## src/common/fps_pkg.sv

```systemverilog
// Constants and carrier types for the flash program/erase status logic
//
// Functional notes
// Status reads ignore the presented address.
// Program, erase, resume switch reads to status.
// Bit 7 is 0 busy, 1 idle.
// After suspend, bit 7 stays 0 until paused.
// Host polls bit 7, then checks errors.
// Bit 6 marks an erase awaiting resume.
// Resume clears the erase-suspended bit.
// Suspend may finish instead; flags stay 0.
// Bit 5 set on failed erase verification.
// Bit 4 set on failed program verification.
// Voltage sampled at start; bad sets bit 3.
// Error bits hold until clear or reset.
// Uncleared errors make next operation look failed.
// Bit 2 marks program suspended; resume clears.
// Bit 1 set on protected block attempt.
// Multiplexed-address port: bit 1 reads 0.
// Bit 0 reserved; host masks it.
// Failed program: bits 7, 4, cause bits.
// Failed erase: bits 7, 5, bit 6 low.
// Program within erase suspend shows bit 6.
// Command 50h clears bits 1, 3, 4, 5.
// Command 70h makes reads return status.
// Reset shows idle with all flags 0.
`default_nettype none

package fps_pkg;

	// Status byte field positions
	localparam int unsigned IDLE_POS = 7;
	localparam int unsigned ERASE_SUSP_POS = 6;
	localparam int unsigned ERASE_FAIL_POS = 5;
	localparam int unsigned PROG_FAIL_POS = 4;
	localparam int unsigned VPP_ERR_POS = 3;
	localparam int unsigned PROG_SUSP_POS = 2;
	localparam int unsigned PROT_ERR_POS = 1;
	localparam int unsigned RSVD_POS = 0;

	// Reset and fixed values
	localparam logic [7:0] STATUS_RESET = 8'h80;
	localparam logic RSVD_VALUE = 1'b0;
	localparam logic [7:0] RD_DATA_RESET = 8'h00;

	// Command codes seen on the first write of a command
	localparam logic [7:0] CMD_READ_ARRAY = 8'hff;
	localparam logic [7:0] CMD_READ_STATUS = 8'h70;
	localparam logic [7:0] CMD_CLEAR_STATUS = 8'h50;
	localparam logic [7:0] CMD_SUSPEND = 8'hb0;
	localparam logic [7:0] CMD_RESUME = 8'hd0;

	// Sticky error flags, one bit each
	typedef struct packed {
		logic erase_fail;
		logic program_fail;
		logic vpp_err;
		logic prot_err;
	} fps_err_type;

	localparam fps_err_type ERR_NONE = '{default: 1'b0};

	// Decoded one-cycle command events
	typedef struct packed {
		logic rd_array;
		logic rd_status;
		logic clear;
		logic suspend;
		logic resume;
		logic other;
	} fps_cmd_type;

	// Operation start request from the command sequencer
	typedef struct packed {
		logic start;
		logic is_erase;
		logic block_locked;
		logic vpp_ok;
	} fps_op_req_type;

	// Answers from the embedded algorithm engine
	typedef struct packed {
		logic done;
		logic fail;
		logic paused;
	} fps_eng_rsp_type;

	// Commands to the embedded algorithm engine, all one-cycle pulses
	typedef struct packed {
		logic go;
		logic is_erase;
		logic suspend;
		logic resume;
	} fps_eng_cmd_type;

	localparam fps_eng_cmd_type ENG_CMD_NONE = '{default: 1'b0};

	// Controller states
	typedef enum logic [1:0] {
		ST_IDLE,
		ST_BUSY,
		ST_PAUSING,
		ST_PAUSED
	} fps_state_type;

	// Where bus reads are served from
	typedef enum logic [1:0] {
		RM_ARRAY,
		RM_STATUS,
		RM_OTHER
	} fps_rmode_type;

endpackage

`default_nettype wire

```

## src/hw/fps_status.sv

```systemverilog
// Program/erase status register, suspend tracking and status read path
`default_nettype none

module fps_status (
	input wire logic ref_clk,
	input wire logic rst_b,
	// First write of each command, with its code
	input wire logic cmd_wr,
	input wire logic [7:0] cmd_byte,
	// Program or erase request once its last write is taken
	input wire fps_pkg::fps_op_req_type op_req,
	// Multiplexed-address programming port is in use
	input wire logic aa_mux_mode,
	// Bus read strobe and the data the array side would return
	input wire logic bus_rd,
	input wire logic [7:0] array_rd_data,
	// Answers from the embedded algorithm engine
	input wire fps_pkg::fps_eng_rsp_type eng_rsp,
	// Commands to the embedded algorithm engine
	output fps_pkg::fps_eng_cmd_type eng_cmd_q,
	// Read answer, valid one cycle after the strobe
	output logic [7:0] rd_data_q,
	output logic rd_valid_q,
	// High while reads are served from the status byte
	output logic status_mode_q,
	// Status byte as seen by the bus, one cycle behind
	output logic [7:0] status_q
);
	import fps_pkg::*;

	fps_cmd_type cmd;
	fps_err_type err_q;
	fps_err_type err_set;
	fps_state_type state_q;
	fps_state_type state_d;
	fps_rmode_type rmode_q;
	fps_rmode_type rmode_d;
	logic cur_erase_q;
	logic nested_q;
	logic erase_susp_q;
	logic prog_susp_q;
	logic start_ok;
	logic start_bad;
	logic start_allowed;
	logic prot_hit;
	logic vpp_bad;
	logic done_fail;
	logic [7:0] status_now;

	// A resume counts only for a parked operation that is not nested
	function automatic logic resume_taken(input fps_state_type st,
		input logic res, input logic nest);
		resume_taken = (st == ST_PAUSED) && res && !nest;
	endfunction

	// The engine has parked rather than finished after a suspend
	function automatic logic pause_landed(input fps_state_type st,
		input fps_eng_rsp_type rsp);
		pause_landed = (st == ST_PAUSING) && rsp.paused && !rsp.done;
	endfunction

	// Command byte decode
	fps_cmd_decode u_decode (
		.cmd_wr(cmd_wr),
		.cmd_byte(cmd_byte),
		.cmd(cmd)
	);

	// Error flag storage
	fps_sticky_flags u_flags (
		.ref_clk(ref_clk),
		.rst_b(rst_b),
		.set_vec(err_set),
		.clear_all(cmd.clear),
		.flags_q(err_q)
	);

	// A new operation may start when idle, or as a program inside an
	// erase suspend; anything else is left to the sequencer to refuse
	always_comb begin
		start_allowed = 1'b0;
		if (op_req.start) begin
			if (state_q == ST_IDLE) begin
				start_allowed = 1'b1;
			end else if (state_q == ST_PAUSED && erase_susp_q
				&& !nested_q && !op_req.is_erase) begin
				start_allowed = 1'b1;
			end
		end
	end

	// Voltage and protection are judged only at the moment of start;
	// a later sag is not seen here, which the engine must live with
	always_comb begin
		vpp_bad = start_allowed && !op_req.vpp_ok;
		prot_hit = start_allowed && op_req.block_locked
			&& !aa_mux_mode;
		start_bad = vpp_bad || prot_hit;
		start_ok = start_allowed && !start_bad;
	end

	// Verification failure reported by the engine on completion
	always_comb begin
		done_fail = eng_rsp.done && eng_rsp.fail
			&& (state_q == ST_BUSY || state_q == ST_PAUSING);
	end

	// Error events; a refused start also marks the operation failed
	always_comb begin
		err_set = ERR_NONE;
		err_set.vpp_err = vpp_bad;
		err_set.prot_err = prot_hit;
		if (start_bad) begin
			if (op_req.is_erase) begin
				err_set.erase_fail = 1'b1;
			end else begin
				err_set.program_fail = 1'b1;
			end
		end
		if (done_fail) begin
			if (cur_erase_q) begin
				err_set.erase_fail = 1'b1;
			end else begin
				err_set.program_fail = 1'b1;
			end
		end
	end

	// Controller state; a suspend inside a nested program is ignored
	// because the erase is already parked underneath it
	always_comb begin
		state_d = state_q;
		case (state_q)
			ST_IDLE: begin
				if (start_ok) begin
					state_d = ST_BUSY;
				end
			end
			ST_BUSY: begin
				if (eng_rsp.done) begin
					state_d = nested_q ? ST_PAUSED : ST_IDLE;
				end else if (cmd.suspend && !nested_q) begin
					state_d = ST_PAUSING;
				end
			end
			ST_PAUSING: begin
				if (eng_rsp.done) begin
					state_d = ST_IDLE;
				end else if (eng_rsp.paused) begin
					state_d = ST_PAUSED;
				end
			end
			ST_PAUSED: begin
				if (start_ok) begin
					state_d = ST_BUSY;
				end else if (cmd.resume && !nested_q) begin
					state_d = ST_BUSY;
				end
			end
			default: begin
				state_d = ST_IDLE;
			end
		endcase
	end

	// State register
	always_ff @(posedge ref_clk or negedge rst_b) begin
		if (!rst_b) begin
			state_q <= ST_IDLE;
		end else begin
			state_q <= state_d;
		end
	end

	// Kind of the operation the engine is running
	always_ff @(posedge ref_clk or negedge rst_b) begin
		if (!rst_b) begin
			cur_erase_q <= 1'b0;
		end else if (start_ok) begin
			cur_erase_q <= op_req.is_erase;
		end else if (state_q == ST_BUSY && eng_rsp.done && nested_q) begin
			// Back to the parked erase once the nested program ends
			cur_erase_q <= 1'b1;
		end
	end

	// Marks a program running on top of a suspended erase
	always_ff @(posedge ref_clk or negedge rst_b) begin
		if (!rst_b) begin
			nested_q <= 1'b0;
		end else if (state_q == ST_PAUSED && start_ok) begin
			nested_q <= 1'b1;
		end else if (state_q == ST_BUSY && eng_rsp.done) begin
			nested_q <= 1'b0;
		end
	end

	// Erase-suspended flag stays up through a nested program
	always_ff @(posedge ref_clk or negedge rst_b) begin
		if (!rst_b) begin
			erase_susp_q <= 1'b0;
		end else if (resume_taken(state_q, cmd.resume, nested_q)) begin
			erase_susp_q <= 1'b0;
		end else if (pause_landed(state_q, eng_rsp) && cur_erase_q) begin
			erase_susp_q <= 1'b1;
		end
	end

	// Program-suspended flag; finishing instead of pausing leaves it 0
	always_ff @(posedge ref_clk or negedge rst_b) begin
		if (!rst_b) begin
			prog_susp_q <= 1'b0;
		end else if (resume_taken(state_q, cmd.resume, nested_q)) begin
			prog_susp_q <= 1'b0;
		end else if (pause_landed(state_q, eng_rsp) && !cur_erase_q) begin
			prog_susp_q <= 1'b1;
		end
	end

	// Engine commands are registered pulses so the engine sees clean
	// one-cycle strobes regardless of the decode timing
	always_ff @(posedge ref_clk or negedge rst_b) begin
		if (!rst_b) begin
			eng_cmd_q <= ENG_CMD_NONE;
		end else begin
			eng_cmd_q.go <= start_ok;
			eng_cmd_q.is_erase <= start_ok ? op_req.is_erase : 1'b0;
			eng_cmd_q.suspend <= state_q == ST_BUSY && state_d == ST_PAUSING;
			eng_cmd_q.resume <= !start_ok
				&& resume_taken(state_q, cmd.resume, nested_q);
		end
	end

	// Read source; an operation request switches to status even when
	// refused, so the host always sees why it failed
	always_comb begin
		rmode_d = rmode_q;
		if (op_req.start) begin
			rmode_d = RM_STATUS;
		end else if (cmd.resume) begin
			rmode_d = RM_STATUS;
		end else if (cmd.rd_status) begin
			rmode_d = RM_STATUS;
		end else if (cmd.rd_array) begin
			rmode_d = RM_ARRAY;
		end else if (cmd.other) begin
			rmode_d = RM_OTHER;
		end
	end

	// Read mode register; status reads persist until a read-array or unrecognised command
	always_ff @(posedge ref_clk or negedge rst_b) begin
		if (!rst_b) begin
			rmode_q <= RM_ARRAY;
		end else begin
			rmode_q <= rmode_d;
		end
	end

	// Assemble the status byte from live state and stored flags
	always_comb begin
		status_now = STATUS_RESET;
		status_now[IDLE_POS] = state_q == ST_IDLE
			|| state_q == ST_PAUSED;
		status_now[ERASE_SUSP_POS] = erase_susp_q;
		status_now[ERASE_FAIL_POS] = err_q.erase_fail;
		status_now[PROG_FAIL_POS] = err_q.program_fail;
		status_now[VPP_ERR_POS] = err_q.vpp_err;
		status_now[PROG_SUSP_POS] = prog_susp_q;
		status_now[PROT_ERR_POS] = err_q.prot_err
			&& !aa_mux_mode;
		status_now[RSVD_POS] = RSVD_VALUE;
	end

	// Visible copy of the status byte
	always_ff @(posedge ref_clk or negedge rst_b) begin
		if (!rst_b) begin
			status_q <= STATUS_RESET;
		end else begin
			status_q <= status_now;
		end
	end

	// Status mode flag for the surrounding read mux
	always_ff @(posedge ref_clk or negedge rst_b) begin
		if (!rst_b) begin
			status_mode_q <= 1'b0;
		end else begin
			status_mode_q <= rmode_d == RM_STATUS;
		end
	end

	// Read answer; no address enters the status path at all
	always_ff @(posedge ref_clk or negedge rst_b) begin
		if (!rst_b) begin
			rd_data_q <= RD_DATA_RESET;
		end else if (bus_rd) begin
			if (rmode_q == RM_STATUS) begin
				rd_data_q <= status_now;
			end else begin
				rd_data_q <= array_rd_data;
			end
		end
	end

	// One-cycle valid that follows every read strobe
	always_ff @(posedge ref_clk or negedge rst_b) begin
		if (!rst_b) begin
			rd_valid_q <= 1'b0;
		end else begin
			rd_valid_q <= bus_rd;
		end
	end

endmodule

`default_nettype wire

```

## src/hw/fps_cmd_decode.sv

```systemverilog
// Command byte decoder turning a command write into event pulses
`default_nettype none

module fps_cmd_decode (
	input wire logic cmd_wr,
	input wire logic [7:0] cmd_byte,
	output fps_pkg::fps_cmd_type cmd
);
	import fps_pkg::*;

	// True when a write carries the given command code
	function automatic logic hit(input logic wr, input logic [7:0] b,
		input logic [7:0] code);
		hit = wr && (b == code);
	endfunction

	// Every write decodes to exactly one event, unknown codes to other
	always_comb begin
		cmd.rd_array = hit(cmd_wr, cmd_byte, CMD_READ_ARRAY);
		cmd.rd_status = hit(cmd_wr, cmd_byte, CMD_READ_STATUS);
		cmd.clear = hit(cmd_wr, cmd_byte, CMD_CLEAR_STATUS);
		cmd.suspend = hit(cmd_wr, cmd_byte, CMD_SUSPEND);
		cmd.resume = hit(cmd_wr, cmd_byte, CMD_RESUME);
		cmd.other = cmd_wr && !(cmd.rd_array || cmd.rd_status
			|| cmd.clear || cmd.suspend || cmd.resume);
	end

endmodule

`default_nettype wire

```

## src/hw/fps_sticky_flags.sv

```systemverilog
// Sticky error flags with a common clear where setting wins
`default_nettype none

module fps_sticky_flags (
	input wire logic ref_clk,
	input wire logic rst_b,
	input wire fps_pkg::fps_err_type set_vec,
	input wire logic clear_all,
	output fps_pkg::fps_err_type flags_q
);
	import fps_pkg::*;

	fps_err_type flags_d;

	// An event in the clearing cycle survives, so no failure is lost
	always_comb begin
		flags_d = clear_all ? ERR_NONE : flags_q;
		flags_d = flags_d | set_vec;
	end

	// Flags leave 1 only through a clear or a hardware reset
	always_ff @(posedge ref_clk or negedge rst_b) begin
		if (!rst_b) begin
			flags_q <= ERR_NONE;
		end else begin
			flags_q <= flags_d;
		end
	end

endmodule

`default_nettype wire

```

## config.mk

```make
export PLATFORM = sky130hd
export DESIGN_NAME = fps_status
export DESIGN_NICKNAME = d
export VERILOG_FILES = /design/src/common/fps_pkg.sv /design/src/hw/fps_status.sv /design/src/hw/fps_cmd_decode.sv /design/src/hw/fps_sticky_flags.sv
export SDC_FILE = /design/constraint.sdc
export NUM_CORES = 1
export LEC_CHECK = 0
export BUFFER_PORTS_ARGS = -buffer_cell sky130_fd_sc_hd__buf_2
export CAP_MARGIN = 20
export CORE_MARGIN = 4
export CORE_UTILIZATION = 53
export DETAILED_ROUTE_END_ITERATION = 10
export HOLD_SLACK_MARGIN = 0.06
export PLACE_DENSITY = 0.83
export SYNTH_ARGS = -nofsm -noshare
export SYNTH_HDL_FRONTEND = slang
export SYNTH_SLANG_ARGS = --single-unit
```

## constraint.sdc

```tcl
create_clock -name ref_clk -period 4.2 [get_ports ref_clk]
set_input_delay 0.84 -clock ref_clk [delete_from_list [all_inputs] [get_ports ref_clk]]
set_output_delay 0.84 -clock ref_clk [all_outputs]
set_load 0.02 [all_outputs]
```

# == Yosys cells after proc, flatten, opt, wreduce, memory -nomap -nowiden ==
# Cells that the tools add are included.
# totals
regBits,33
# classes
eq_ne,11
n_mux,34
bitwise_logic,1
reduce_logical,50
# ops
operator,n
2-to-1 mux 2 bit,15
logical AND 1 bit,29
== test 8 bit (second input constant),3
== test 8 x 7 -> 1 bit (second input constant),2
2-to-1 mux 1 bit,16
logical NOT 1 bit,9
2-to-1 mux 8 bit,1
case mux 2 bit (4 select lines),1
nonzero test 2 bit,4
logical OR 1 bit,7
== test 2 x 1 -> 1 bit (second input constant),3
== test 2 bit (second input constant),3
2-to-1 mux 4 bit,1
OR 4 bit,1
logical NOT 2 bit,1

# == Longest topological paths before layout ==
# depth
depth_word,16
ltp_mapped,6
depth_no_buf,6

# == Hierarchy ==
# From an unflattened synthesis, not the netlist that was laid out.
# unflattened
cells_unflattened,143
area_unflattened_um2,1552.7
# by_module_without_submodules
module,n_inst,cells_per_inst,area_each_um2,seq_area_each_um2
fps_status,1,119,1323.8,726.9
fps_sticky_flags,1,9,133.9,100.1
fps_cmd_decode,1,15,95.1,0.0

# == Least setup slack after synthesis ==
# Ideal clock, no wire load.
# synth_timing
path_kind,in2reg
from,input cmd_byte[1]
to,register u_flags.flags_q[2] in the netlist's numbering
setup_ns,0.124
arrival_time_ns,2.103
path_slack_ns,1.973
stages,3
path_cell_list,or4_4 -> or4_4 -> a211o_1
# synth_lines
element,line_no,rtl
start: declaration,fps_status.sv:9,"input wire logic [7:0] cmd_byte,"
end signal: assignment,fps_sticky_flags.sv:26,flags_q <= flags_d;
end: declaration,fps_sticky_flags.sv:9,output fps_pkg::fps_err_type flags_q

# == Final worst setup path ==
# layout_timing
from,input cmd_byte[1]
to,register eng_cmd_q[1] in the netlist's numbering
# layout_between
elab_chain_cells,8
elab_cells_between_ends,13
cone_classes,eq/ne (3); mux (5); reduce/logical (5)
# layout_rtl
element,line_no,rtl
== test 8 bit,fps_cmd_decode.sv:14,hit = wr && (b == code);
logical AND 1 bit,fps_cmd_decode.sv:14,
logical AND 1 bit (on tied branches),"fps_status.sv:156, fps_status.sv:142",
2-to-1 mux 2 bit (on tied branches),"fps_status.sv:156, fps_status.sv:142",
2-to-1 mux 2 bit (on tied branches),"fps_status.sv:154, fps_status.sv:140",
case mux 2 bit (4 select lines) (*),fps_status.sv:133,case (state_q)
== test 2 bit (*),fps_status.sv:228,eng_cmd_q.suspend <= state_q == ST_BUSY && state_d == ST_PAUSING;
logical AND 1 bit (*),fps_status.sv:228,
end: declaration,fps_status.sv:20,"output fps_pkg::fps_eng_cmd_type eng_cmd_q,"
# Mark *: on every way between the ends. The rest lies on a longest branch, timed or not.
# A chain may end at the register's enable or synchronous reset.

==> results by stage <==
Final layout:
- Relative to the synthesized area, the layout overhead comes to 20.5%.
- The proportion of layout cells with a drive suffix above 1 is 0.298.
- The count of fill cells added during filler insertion is approximately 240.
- The area occupied by multi-input gates is roughly 680 sq um.
- For this run, the share of the core covered by cells in the final layout is 0.674.
- The number of inserted diodes is 0.
- The total number of nets in the final design is 230.
- The area occupied by registers is ~830 sq um.

Floorplanning:
- The area of the core region is between 2000 and 3000 sq um.
- The chip height is slightly above 60 um.
- For this configuration, the core starts out at a cell density of 0.559.
- In this run the horizontal extent of the chip is 62.2 um.
- The die covers 3870 sq um.
- Row generation in the floorplan step produced 19 rows.
- In this run the count of I/O pins placed on the die edge is 50.

STA:
- The minimum clock period is between 2 and 2.5 ns.
- The slew at the pin closest to its max-slew limit is a little under 0.7 ns.
- The number of slew-limit violations in the final report came to 0.
- Setup violations remaining at the end of the flow were counted as 0.
- The smallest setup slack after layout is around 2 ns.
- The worst hold slack across all endpoints is between 0.4 and 0.5 ns.
- Derived from the worst setup path, the maximum achievable clock frequency is ~460 MHz.
- The final setup skew is roughly 0.0077 ns.
- Setup repair after global routing left no endpoint under its margin.
- In this run the tightest slew margin relative to its limit is 0.543.
- The number of endpoints with negative hold slack in the final report is 0.
- For the final routed database, the setup TNS stands at 0 ns.
- In the finished design, the share of the clock period the worst path needs comes to 0.513.

Route:
- The sum of routed wire length over all layers is around 3500 um.
- Dividing the detail-routed via count by the number of cells gives 5.78.
- The final antenna-violating net count is 0.
- Before antenna repair, the detailed router went through 4 iterations.
- After detailed routing, the average wire length per cell comes to 15.2 um.
- The via count is between 1,000 and 1,500.
- The first routing iteration left 38 violations.
- After detailed routing, the number of remaining DRC violations is 0.

Power and ir drop:
- The total power is 959 uW.
- The power density over the cells is between 500 and 600 nW/um^2.
- The share of total power dissipated in sequential elements is 0.460.
- The switching portion of total power is 0.372.
- The clock network fraction of total power is 0.189.
- The switching power is between 300 and 400 uW.
- In this run the static leakage power is just over 0.0009 uW.
- The cell-internal power is between 600 and 700 uW.
- The share of total power in combinational logic is 0.351.
- The peak supply drop is 541 uV.

Worst setup path:
- STA classifies the critical path startpoint as a primary input.
- In this design, the largest share of critical-path delay is due to simple AND/OR/NAND/NOR gates.
- The maximum fanout along the worst path is 4.
- The launch instance of the worst register-to-register path is state_q[1].
- For the worst setup path, the data required time is 4.41 ns.
- In this run the worst setup path begins at cmd_byte[1].
- The slowest library cell on the worst path is sky130_fd_sc_hd__nor4_1.
- The start-to-end type of the worst setup path is primary input to flop.
- The capture point of the worst reg-to-reg path is eng_cmd_q[1].
- STA classifies the critical path endpoint as a flop.
- The critical path buffer and inverter count is 1.
- The number of cell instances on the worst register-to-register path is 6.
- Data on the critical path arrives at its endpoint at between 2 and 2.5 ns.
- The slack of the worst reg-to-reg path is around 2.3 ns.
- The critical path crosses 5 cells after its start point.
- The largest stage delay on the critical path is 0.56 ns.
- The worst setup path endpoint is eng_cmd_q[1].
- Walking the worst path, the cells encountered are buf_2 > or4_4 > nor4_1 > a211o_1 > a211oi_1.

Global route:
- The met2 track demand over resource is 0.301.
- The total congestion overflow after global routing is 0.
- The largest net degree at the start of global routing is 34.
- The number of global-route vias before repair is 1,388.
- The number of antenna violations at the first check in global routing is 0.
- The wire length of the first global-routing pass is approximately 6000 um.
- The global routing usage on met3 is 0.0450.
- The aggregate global-route resource usage is 0.192.
- The most heavily used metal layer in global routing is met2.
- The met1 routing resource usage after global routing is 0.233.

Placement:
- The count of buffers added on input and output ports is 48.
- The routability congestion estimate is just under 0.9.
- Before CTS, the worst setup slack after placement is approximately 1.7 ns.
- Once detailed placement completed, the half-perimeter wirelength came to between 2000 and 3000 um.

Yosys:
- The commonest cells after synthesis are sky130_fd_sc_hd__dfrtp_1, sky130_fd_sc_hd__a21oi_1, sky130_fd_sc_hd__nor2_1, sky130_fd_sc_hd__inv_1, sky130_fd_sc_hd__nand2_1.
- The number of synthesized register bits is 33.
- The async set-or-reset flop fraction in the synthesized netlist is 1.00.
- Counting every instance in the synthesized netlist gives about 150.
- The cell type contributing the most total cell area after synthesis is sky130_fd_sc_hd__dfrtp_1.
- After synthesis the cells add up to around 1600 sq um.
- The number of synthesized flops with an enable pin is 0.
- The number of warnings printed during yosys synthesis is 0.
- Sorting the synthesized cells by area gives the leading types as sky130_fd_sc_hd__dfrtp_1, sky130_fd_sc_hd__ha_1, sky130_fd_sc_hd__a21oi_1.
- Synthesis instantiated 46 different standard cells from the library.
- The number of nets handed over by synthesis was 179.
- The most frequently used cell type in the post-synthesis netlist is sky130_fd_sc_hd__dfrtp_1.
- The most frequently used flop master after synthesis is sky130_fd_sc_hd__dfrtp_1.
- The portion of synthesized cell area occupied by the leading cell type is 0.515.
- Of the synthesized area, sequential elements account for 0.532.
- The average footprint of a synthesized cell is between 10 and 15 sq um.

Min path:
- The type of the tightest min-delay check is flop to flop.

CTS:
- The clock-pin transition on the worst setup and hold timing paths is 0.10 ns.
- After clock tree synthesis, the repair step resized 0 gates.
- The total clock buffers created by CTS is 5.
- The sink count of the clock tree is 33.
- TritonCTS built the clock tree.
- The H-tree generated during clock tree synthesis spans 2 levels.
- No sink is reached through more buffers than the 2 on the longest clock path.
- The number of buffers inserted by hold repair at cts is 0.
- The clock root buffer is sky130_fd_sc_hd__clkbuf_4.
- Buffers added to address setup during post-CTS repair amount to 0.
- The clock reaches the later pin of the worst-skew pair after about 0.33 ns.

Status:
- The flow ran to the end, and the final reports show no timing, DRC or antenna violations.

Run:
- The max capacitance violation total is 0.
==> layout make-up <==
class | instances | area share
timing repair buffer | 48 | 0.128
multi-input combinational | 101 | 0.362
inverter | 8 | 0.0160
sequential | 33 | 0.441
clock buffer | 8 | 0.0314
tap | 31 | 0.0207
==> power by group through the flow <==
stage | clock (uW) | sequential [uW] | combinational (uW)
floorplan | 0 | 482 | 183
global placement | 0 | 442 | 326
detailed placement | 0 | 446 | 338
CTS | 186 | 441 | 338
global route | 204 | 451 | 373
finish | 181 | 441 | 337
==> per-layer routing <==
metal	routed length (um)	vias up	share of wire
met5	0	-	0
met4	74	0	0.021
met3	226	8	0.065
met2	1690	50	0.49
met1	1480	629	0.43
li1	-	636	-
==> worst min path at each step <==
stage                       startpoint     endpoint  slack (ns)  cells after the start
floorplan           u_flags.flags_q[1]  status_q[3]        0.37                      0
global placement           prog_susp_q  status_q[2]        0.39                      0
finish              u_flags.flags_q[1]  status_q[3]        0.42                      0
detailed placement         prog_susp_q  status_q[2]        0.40                      0
CTS                 u_flags.flags_q[1]  status_q[3]        0.43                      0
global route        u_flags.flags_q[1]  status_q[3]        0.43                      0
==> stage by stage <==
step | std cells | cell area [sq um]
final | 229 | 1870
after global routing | 229 | 1870
after CTS | 229 | 1870
after detailed placement | 221 | 1820
after global placement | 221 | 1820
after floorplan | 146 | 1560
==> cells by family after synthesis <==
family,share of synthesized area
mux,0.0386
other cells,0.00241
compound gates,0.175
simple gates,0.175
buf+inv,0.0314
flops,0.532
fa+ha+maj,0.0402
xor+xnor,0.00563
==> registers in the layout (all words and copies together), names as in the netlist <==
register,count
cur_erase_q,1
eng_cmd_q,4
erase_susp_q,1
nested_q,1
prog_susp_q,1
rd_data_q,8
rd_valid_q,1
rmode_q,2
state_q,2
status_mode_q,1
status_q,7
u_flags.flags_q,4
==> worst register-to-register path, stage by stage, from the launching register on <==
cell and delay [ns]:
sky130_fd_sc_hd__dfrtp_1 0.47, sky130_fd_sc_hd__inv_1 0.09, sky130_fd_sc_hd__ha_1 0.26, sky130_fd_sc_hd__and3_1 0.24
sky130_fd_sc_hd__a2111oi_0 0.38, sky130_fd_sc_hd__o32ai_1 0.19, sky130_fd_sc_hd__a211oi_1 0.19
==> layout by cell type (no fill, tap or decap), types with 3 or more instances in the layout <==
cell type,instances
sky130_fd_sc_hd__a31oi_1,3
sky130_fd_sc_hd__nand3_1,4
sky130_fd_sc_hd__o21ai_0,5
sky130_fd_sc_hd__clkbuf_4,5
sky130_fd_sc_hd__nor2_1,12
sky130_fd_sc_hd__ha_1,5
sky130_fd_sc_hd__nand2_1,7
sky130_fd_sc_hd__nand2b_1,5
sky130_fd_sc_hd__nor4_1,3
sky130_fd_sc_hd__inv_1,8
sky130_fd_sc_hd__buf_2,48
sky130_fd_sc_hd__dfrtp_1,32
sky130_fd_sc_hd__mux2i_1,6
sky130_fd_sc_hd__a21oi_1,12
Power figures use the tool's default switching activity.
